==> config.mk <==
export PLATFORM = sky130hd
export DESIGN_NAME = sync_presettable_counter_4bit
export DESIGN_NICKNAME = d
export VERILOG_FILES = /design/src/rtl/counter_pkg.sv /design/src/rtl/sync_presettable_counter_4bit.sv /design/src/rtl/count_core.sv
export SDC_FILE = /design/constraint.sdc
export NUM_CORES = 1
export LEC_CHECK = 0
export BUFFER_PORTS_ARGS = -buffer_cell sky130_fd_sc_hd__buf_2
export CAP_MARGIN = 20
export CORE_ASPECT_RATIO = 0.6
export CORE_MARGIN = 2
export CORE_UTILIZATION = 39
export DETAILED_ROUTE_END_ITERATION = 10
export PLACE_DENSITY = 0.82
export SYNTH_ARGS = -nofsm -noshare
export SYNTH_HDL_FRONTEND = slang
export SYNTH_SLANG_ARGS = --single-unit
==> constraint.sdc <==
create_clock -name CLK_I -period 1.9 [get_ports CLK_I]
set_input_delay 0.38 -clock CLK_I [delete_from_list [all_inputs] [get_ports CLK_I]]
set_output_delay 0.38 -clock CLK_I [all_outputs]
set_load 0.05 [all_outputs]
==> src/rtl/counter_pkg.sv <==
// package: widths, offsets, field positions and reset values for the presettable counter
package counter_pkg;
    // count geometry
    localparam int          COUNT_W      = 4;
    localparam logic [3:0]  COUNT_MAX    = 4'hF;
    localparam logic [3:0]  COUNT_ZERO   = 4'h0;
    localparam logic [3:0]  COUNT_STEP   = 4'h1;
    // apb register byte offsets
    localparam logic [11:0] CTRL_OFFSET  = 12'h000;
    localparam logic [11:0] STAT_OFFSET  = 12'h004;
    // control register field positions
    localparam int          CTRL_PAR_BIT = 0;
    localparam int          CTRL_TRK_BIT = 1;
    localparam int          CTRL_CLR_BIT = 2;
    localparam int          CTRL_LD_BIT  = 3;
    localparam int          CTRL_DAT_LSB = 4;
    // status register field positions
    localparam int          STAT_CNT_LSB = 0;
    localparam int          STAT_CRY_BIT = 4;
    // control reset value: enables low, clear and load released, preset zero
    localparam logic [7:0]  CTRL_RESET   = 8'h0C;

    // control word driven into the counting core
    typedef struct packed {
        logic [3:0] preset_data;
        logic       sync_load_n;
        logic       sync_clear_n;
        logic       trickle_count_enable;
        logic       parallel_count_enable;
    } count_ctrl_t;

    // state reported back out of the core
    typedef struct packed {
        logic       terminal_carry_out;
        logic [3:0] count;
    } count_stat_t;

    // next count from control word and present count
    function automatic logic [3:0] next_count_f(input count_ctrl_t c, input logic [3:0] q);
        logic [3:0] r;
        r = q;
        if (!c.sync_clear_n) begin
            r = COUNT_ZERO;
        end else if (!c.sync_load_n) begin
            r = c.preset_data;
        end else if (c.parallel_count_enable && c.trickle_count_enable) begin
            r = q + COUNT_STEP;
        end
        return r;
    endfunction
endpackage

==> src/rtl/sync_presettable_counter_4bit.sv <==
// module: apb wrapped presettable counter with cascade pins
//
// Added by the designer: the register addresses and the APB register port.
`timescale 1ns/1ns
// Function
// RULE1: hold four-bit count on outputs
// RULE2: update all bits on rising edge
// RULE3: clock bits together, no ripple glitches
// RULE4: accept any preset value zero to fifteen
// RULE5: low load copies preset at edge
// RULE6: low clear zeroes count at edge
// RULE7: increment only when both enables high
// RULE8: wrap from fifteen back to zero
// RULE9: carry high at fifteen with trickle high
// RULE10: trickle gates carry combinationally
// RULE11: cascade carry into next stage enables
// RULE12: control changes act only at edge
// RULE13: enables may change at any level
// RULE14: decode count to clear for shorter length; here clear is only the software control bit, no count decode drives it
// RULE15: clear beats load, load beats count
// RULE16: otherwise hold count across edge
module sync_presettable_counter_4bit
    import counter_pkg::*;
(
    // clock and reset
    input  wire logic        CLK_I,
    input  wire logic        RST_B_I,
    // apb slave
    input  wire logic        PSEL_I,
    input  wire logic        PENABLE_I,
    input  wire logic        PWRITE_I,
    input  wire logic [11:0] PADDR_I,
    input  wire logic [31:0] PWDATA_I,
    input  wire logic [3:0]  PSTRB_I,
    output logic      [31:0] PRDATA_O,
    output logic             PREADY_O,
    output logic             PSLVERR_O,
    // cascade input from a preceding stage (same clock)
    input  wire logic        TRICKLE_COUNT_ENABLE_I,
    // count and carry pins
    output logic      [3:0]  COUNT_O,
    output logic             COUNT_OUT_LSB_O,
    output logic             TERMINAL_CARRY_OUT_O
);
    logic [7:0]  ctrl;        // software control register
    logic [7:0]  next_ctrl;   // next control value
    logic [31:0] rdata;       // read data register
    logic [31:0] next_rdata;  // next read data
    count_ctrl_t core_ctrl;   // control word to core
    count_stat_t core_stat;   // core state
    logic        access;      // apb access phase
    logic        hit_ctrl;    // address hits control
    logic        hit_stat;    // address hits status

    // decode: zero wait, each register one aligned word
    always_comb begin
        access   = PSEL_I && PENABLE_I;
        hit_ctrl = (PADDR_I == CTRL_OFFSET);
        hit_stat = (PADDR_I == STAT_OFFSET);
        PREADY_O = 1'b1;
    end

    // control word: software enable and trickle pin both feed the trickle term,
    // so a cascaded stage counts only when its predecessor carries
    always_comb begin
        core_ctrl.preset_data           = ctrl[CTRL_DAT_LSB +: COUNT_W];
        core_ctrl.sync_load_n           = ctrl[CTRL_LD_BIT];
        core_ctrl.sync_clear_n          = ctrl[CTRL_CLR_BIT];
        core_ctrl.parallel_count_enable = ctrl[CTRL_PAR_BIT];
        core_ctrl.trickle_count_enable  = ctrl[CTRL_TRK_BIT] && TRICKLE_COUNT_ENABLE_I; // RULE11 RULE13
    end

    // next register state; only byte lane 0 holds control bits
    always_comb begin
        next_ctrl   = ctrl;
        next_rdata  = rdata;
        if (access && PWRITE_I) begin
            if (hit_ctrl) begin
                if (PSTRB_I[0]) begin
                    next_ctrl = PWDATA_I[7:0];
                end
            end
            // unmapped or status writes change nothing; the error is combinational
        end else if (PSEL_I && !PENABLE_I && !PWRITE_I) begin
            // capture read data in setup so it stands in the access cycle
            if (hit_ctrl) begin
                next_rdata = {24'h000000, ctrl};
            end else if (hit_stat) begin
                next_rdata = {27'h0000000, core_stat.terminal_carry_out, core_stat.count};
            end else begin
                next_rdata = 32'h00000000;
            end
        end
    end

    // register state; clear and load stay software levels, so a user must
    // release them to resume counting (they are not self clearing)
    always_ff @(posedge CLK_I or negedge RST_B_I) begin
        if (!RST_B_I) begin
            ctrl   <= CTRL_RESET;
            rdata  <= 32'h00000000;
        end else begin
            ctrl   <= next_ctrl;
            rdata  <= next_rdata;
        end
    end

    // counting core
    count_core u_core (
        .clk_i   (CLK_I),
        .rst_b_i (RST_B_I),
        .ctrl_i  (core_ctrl),
        .stat_o  (core_stat)
    );

    // outputs; slverr is combinational in the access phase
    always_comb begin
        PRDATA_O             = rdata;
        PSLVERR_O            = access && !hit_ctrl && !hit_stat;
        COUNT_O              = core_stat.count; // RULE1
        COUNT_OUT_LSB_O      = core_stat.count[0];
        TERMINAL_CARRY_OUT_O = core_stat.terminal_carry_out; // RULE9 RULE10
    end
endmodule

==> src/rtl/count_core.sv <==
// module: four-bit synchronous counting core with look-ahead carry
`timescale 1ns/1ns
module count_core
    import counter_pkg::*;
(
    // clock and reset
    input  wire logic        clk_i,
    input  wire logic        rst_b_i,
    // control word
    input  wire count_ctrl_t ctrl_i,
    // state out
    output count_stat_t      stat_o
);
    logic [3:0] count;       // stored count
    logic [3:0] next_count;  // value taken at next edge

    // next count: clear over load over counting, else hold
    always_comb begin
        next_count = next_count_f(ctrl_i, count); // RULE4 RULE5 RULE6 RULE7 RULE8 RULE15 RULE16
    end

    // all four bits registered together on the rising edge
    always_ff @(posedge clk_i or negedge rst_b_i) begin
        if (!rst_b_i) begin
            count <= COUNT_ZERO;
        end else begin
            count <= next_count; // RULE2 RULE3 RULE12
        end
    end

    // carry is combinational so a trickle change reaches it without a clock
    always_comb begin
        stat_o.count              = count; // RULE1
        stat_o.terminal_carry_out = (count == COUNT_MAX) && ctrl_i.trickle_count_enable; // RULE9 RULE10
    end
endmodule

## Word-level counts from Yosys, hierarchy flattened

Index checks and enable logic that the tools add are counted.

- Equal/unequal tests: 3
- Muxes and demuxes: 5
- Reduce and logical (&&, ||, !) cells: 16
- Bitwise operators: 1
- $add $sub $neg: 1

Operators by type and width:

| kind | number |
|---|---|
| equality test 12 x 3 -> 1 bit (second input constant) | 1 |
| zero test 12 bit | 1 |
| two-way mux 4 bit | 3 |
| logical AND 1 bit | 9 |
| two-way mux 8 bit | 1 |
| two-way mux 5 bit | 1 |
| adder 4 x 1 -> 4 bit (second input constant) | 1 |
| equality test 4 bit (second input constant) | 1 |
| zero test 1 bit | 4 |
| inequality test 3 x 2 -> 1 bit (second input constant) | 1 |
| AND reduction 3 bit | 1 |
| AND reduction 2 bit | 1 |
| inverter 1 bit | 1 |

- Output and inout port bits: 40
- Register bits after elaboration: 44
- Input bits: 54
- Word-level logic and storage cells: 29

## Longest topological paths before layout

- Depth in word-level cells: 5
- Gate-level depth with buffers: 5

## By module

Synthesis repeated with hierarchy kept, for this count alone.

- Cell total of the unflattened synthesis: 115
- Area total of the unflattened synthesis: 1212.4 um^2

Modules (own cells, without submodules):

| module | instances | area each (um^2) | cells an instance |
|---|---|---|---|
| sync_presettable_counter_4bit | 1 | 987.2 | 91 |
| count_core | 1 | 225.2 | 24 |

## Worst setup path before layout

OpenSTA, ideal clock, no wires.

- Path kind: register to register
- Start point: register u_core.count[0]
- End point: register rdata[4], in the netlist PRDATA_O[4]
- Slack: -0.209 ns
- Arrival: 2.025 ns
- Setup time: 0.083 ns
- Stages on the path, launching flop included: 6
- Period minus slack after synthesis: 2.109 ns
- Data required time: 1.817 ns
- Buffers on the path: 0
- Cells stage by stage: dfrtp_1 -> ha_1 -> nand3_1 -> nor2_1 -> mux2i_1 -> o21ai_0

- Cells in the longest elaborated chain, start to end: 4

Ends and longest elaborated chain:

| element | line | text |
|---|---|---|
| start: declaration | count_core.sv:14 | `logic [3:0] count;` |
| start signal: assignment | count_core.sv:27 | `count <= next_count;` |
| equality test 4 bit | count_core.sv:34 | `stat_o.terminal_carry_out = (count == COUNT_MAX) && ctrl_i.trickle_count_enable;` |
| logical AND 1 bit | count_core.sv:34 |  |
| named net TERMINAL_CARRY_OUT_O | sync_presettable_counter_4bit.sv:43 | `output logic TERMINAL_CARRY_OUT_O` |
| two-way mux 5 bit | sync_presettable_counter_4bit.sv:88 | `end else if (hit_stat) begin` |
| two-way mux 8 bit | sync_presettable_counter_4bit.sv:86 | `if (hit_ctrl) begin` |
| end signal: assignment | sync_presettable_counter_4bit.sv:104 | `rdata <= next_rdata;` |
| end: declaration | sync_presettable_counter_4bit.sv:47 | `logic [31:0] rdata;` |

The timed path passes the listed nets, and every way through them passes these cells.
A chain may end at the register's enable or synchronous reset.

## Final worst setup path

- Start point: input port PADDR_I[9]
- End point: output port PSLVERR_O

- Cells in the longest elaborated chain, start to end: 4
- Elaborated cells between the ends (all ways): 6

Ends and longest elaborated chain:

| element | line | text |
|---|---|---|
| start: declaration | sync_presettable_counter_4bit.sv:32 | `input wire logic [11:0] PADDR_I,` |
| zero test 12 bit | sync_presettable_counter_4bit.sv:58 | `hit_ctrl = (PADDR_I == CTRL_OFFSET);` |
| zero test 1 bit | sync_presettable_counter_4bit.sv:119 | `PSLVERR_O = access && !hit_ctrl && !hit_stat;` |
| logical AND 1 bit | sync_presettable_counter_4bit.sv:119 |  |
| logical AND 1 bit * | sync_presettable_counter_4bit.sv:119 |  |
| end: declaration | sync_presettable_counter_4bit.sv:37 | `output logic PSLVERR_O,` |

Mark *: on every way between the ends. The rest lies on a longest branch, timed or not.

==> flow_summary_export.csv <==
group,metric,value,unit
outcome,status,"finished clean",
floorplanning,fp-row-count,15,
synth,seq_area_frac_synth,42.6,%
min_path,hp-class,"in2async",
timing,timing.setup.tns,0,ns
synth,syn_area,1180,µm²
pwr,fin_total_pwr,1.01,mW
global_routing,grt_pass1_wl,3370,µm
final_layout,mostFrequentLayoutCells,"buf_2, conb_1, dfrtp_1",
final_layout,nets,207,
synth,ys_ff_latch,20,
pwr,power_density,721,nW/µm²
routing,drcViolationCount,0,
worst_setup_path,crit_end,"PSLVERR_O",
pwr,clkPwrFrac,41.8,%
timing,rsz0062_at_grt,"false",
placement,dpl_cell_area,1330,µm²
final_layout,final_common_cell,"buf_2",
timing,fin_crit,1.87,ns
routing,ant_nets,0,
cts,cts_tree,"built",
cts,clkSinkCount,20,
worst_setup_path,critPathCaptureType,"output pin",
synth,synthCells,110,
placement,dp_hpwl,1780,µm
pwr,internal-power,0.734,mW
global_routing,grtUsageTotal,13.7,%
global_routing,grt-ovfl-total,0,
worst_setup_path,crit_arrival,1.49,ns
placement,place_congestion,0.739,
final_layout,postLayoutCellArea,1410,µm²
final_layout,stdcell_count,193,
cts,path_clk_slew,0.07,ns
global_routing,grt_start_max_net_pins,21,
global_routing,grt_antenna_before_repair,0,
pwr,p_leak,0.792,nW
floorplanning,die_area,3500,µm²
synth,ys_warn_count,0,
pwr,vdd_drop_max,420,µV
cts,insertion_delay,0.26,ns
pwr,switching_share,27.7,%
global_routing,grt_pass1_vias,704,
synth,synth_cell_type_count,23,
timing,fmax,536,MHz
placement,post-place-ws,-0.0649,ns
cts,clockRootBuffer,"clkbuf_8",
cts,numCtsBuffers,3,
worst_setup_path,r2r_slack,0.71,ns
routing,first_iter_violations,13,
timing,fin_crit_sh,98.3,%
placement,portBuffers,41,
floorplanning,start_util,41.1,%
floorplanning,die_w,75.0,µm
worst_setup_path,r2r_end,"PRDATA_O[4]$_DFFE_PN0P_",
routing,dr.pass1.iters,4,
floorplanning,coreArea,2870,µm²
timing,drv_slew,0,
timing,finalHoldViolations,0,
final_layout,drive_gt1_share,41.1,%
placement,place_inst,188,
synth,syn_area_per_cell,10.7,µm²
worst_setup_path,startpoint,"PADDR_I[9]",
worst_setup_path,timing.rr.start,"u_core.count[0]$_DFFE_PN0P_",
worst_setup_path,cp-start-kind,"primary input",
worst_setup_path,criticalPathCategory,"in2out",
worst_setup_path,crit_required,1.52,ns
timing,finalSetupViolCount,0,
worst_setup_path,rr_worst_depth,5,
routing,via_count,840,
timing,setup_ws,0.0326,ns
final_layout,diodes,0,
routing,routed_via_density,4.35,
pwr,pwr-share-comb,16.2,%
final_layout,synthToLayoutAreaGrowth,19.1,%
pwr,p_seq_share,42.0,%
floorplanning,die_h,46.6,µm
worst_setup_path,cp_max_fo,2,
run,max-cap-violations,0,
cts,clockBufferDepth,2,
timing,fin_skew,0.00346,ns
pwr,p_sw,0.281,mW
cts,cts_max_level,1,
final_layout,n_fill_cell,271,
routing,wl_per_cell,11.8,µm
routing,drt-total-wl,2290,µm
floorplanning,ios,94,
-- critical path, cell delays in order --
cell	delay, ns
buf_2	0.10
or4_4	0.54
nor3b_4	0.22
nor2_1	0.06
buf_4	0.18
-- per-layer routing --
metal / global-route usage [%] / vias to the layer above / part of all wire (%)
met1: 18.3 / 400 / 46
met5: 0 / - / 0
met4: 4.29 / 0 / 0.79
met2: 21.1 / 25 / 47
li1: - / 411 / -
met3: 4.60 / 4 / 6.6
-- kinds of logic after synthesis --
| family | Yosys count | share of synthesized area, % |
|---|---|---|
| flip-flops | 20 | 42.6 |
| AND/OR/NAND/NOR | 26 | 13.3 |
| XOR/XNOR | 3 | 2.22 |
| multiplexers | 14 | 15.3 |
| buffers and inverters | 28 | 17.2 |
| AO/OA/AOI/OAI | 16 | 7.73 |
| adder cells (fa/ha/maj) | 1 | 1.06 |
| other | 2 | 0.636 |
-- power groups by stage --
stage	logic [mW]	clock network (mW)	registers, mW
5_1_grt	0.175	0.453	0.426
4_1_cts	0.163	0.434	0.426
3_3_place_gp	0.161	0	0.434
3_5_place_dp	0.163	0	0.434
6_report	0.165	0.424	0.426
2_1_floorplan	0.165	0	0.434
-- registers in the layout, summed over array words and instances (netlist names) --
| name | cells |
|---|---|
| u_core.count | 4 |
| PRDATA_O | 8 |
| ctrl | 8 |
-- synth_stat cells (all sizes together) --
master   n  area share [%]
xnor2    1            0.74
clkbuf   2            0.64
nor3b    2             2.6
nand4    2             1.1
o21ai    9             3.8
a22o     3             2.2
ha       1             1.1
nor2     6             1.9
nand3b   1            0.64
dfstp    2             4.4
nor3     1            0.42
a21oi    4             1.7
conb     2            0.64
mux2     8              10
xor2     2             1.5
buf     26              17
dfrtp   18              38
nand3    3             1.3
or4      2             1.9
nand2    9             3.5
mux2i    6             5.1
-- stage by stage --
stage	utilization, %	hold WS (ns)
after floorplan	-	0.0844
after global placement	46.1	0.338
after detailed placement	46.1	0.348
after CTS	48.9	0.0600
after global routing	49.0	0.0753
final	49.0	0.0544
-- timing repair --
item / CTS / global route
resized for setup: 0 / 2
hold buffers: 0 / 0
buffers inserted: 1 / 0
pin swaps: 1 / 0
setup endpoints to repair: 1 / 1
-- area by class of cell --
cell class	instances	area (µm²)	share of cell area, %
multi-input combinational	85	564	40.1
clock inverter	1	30.0	2.14
clock buffer	3	41.3	2.94
sequential	20	503	35.8
tap	42	52.6	3.74
timing repair buffer	42	215	15.3
-- worst min-delay path by stage --
stage	to	start	slack [ns]	depth (start not counted)
after floorplan	PRDATA_O[0]$_DFFE_PN0P_	RST_B_I	0.08	0
after global placement	ctrl[5]$_DFFE_PN0P_	RST_B_I	0.34	1
after detailed placement	ctrl[5]$_DFFE_PN0P_	RST_B_I	0.35	1
after CTS	ctrl[5]$_DFFE_PN0P_	RST_B_I	0.06	1
after global routing	u_core.count[2]$_DFFE_PN0P_	RST_B_I	0.08	1
final	ctrl[5]$_DFFE_PN0P_	RST_B_I	0.05	1
Power figures use the tool's default switching activity.
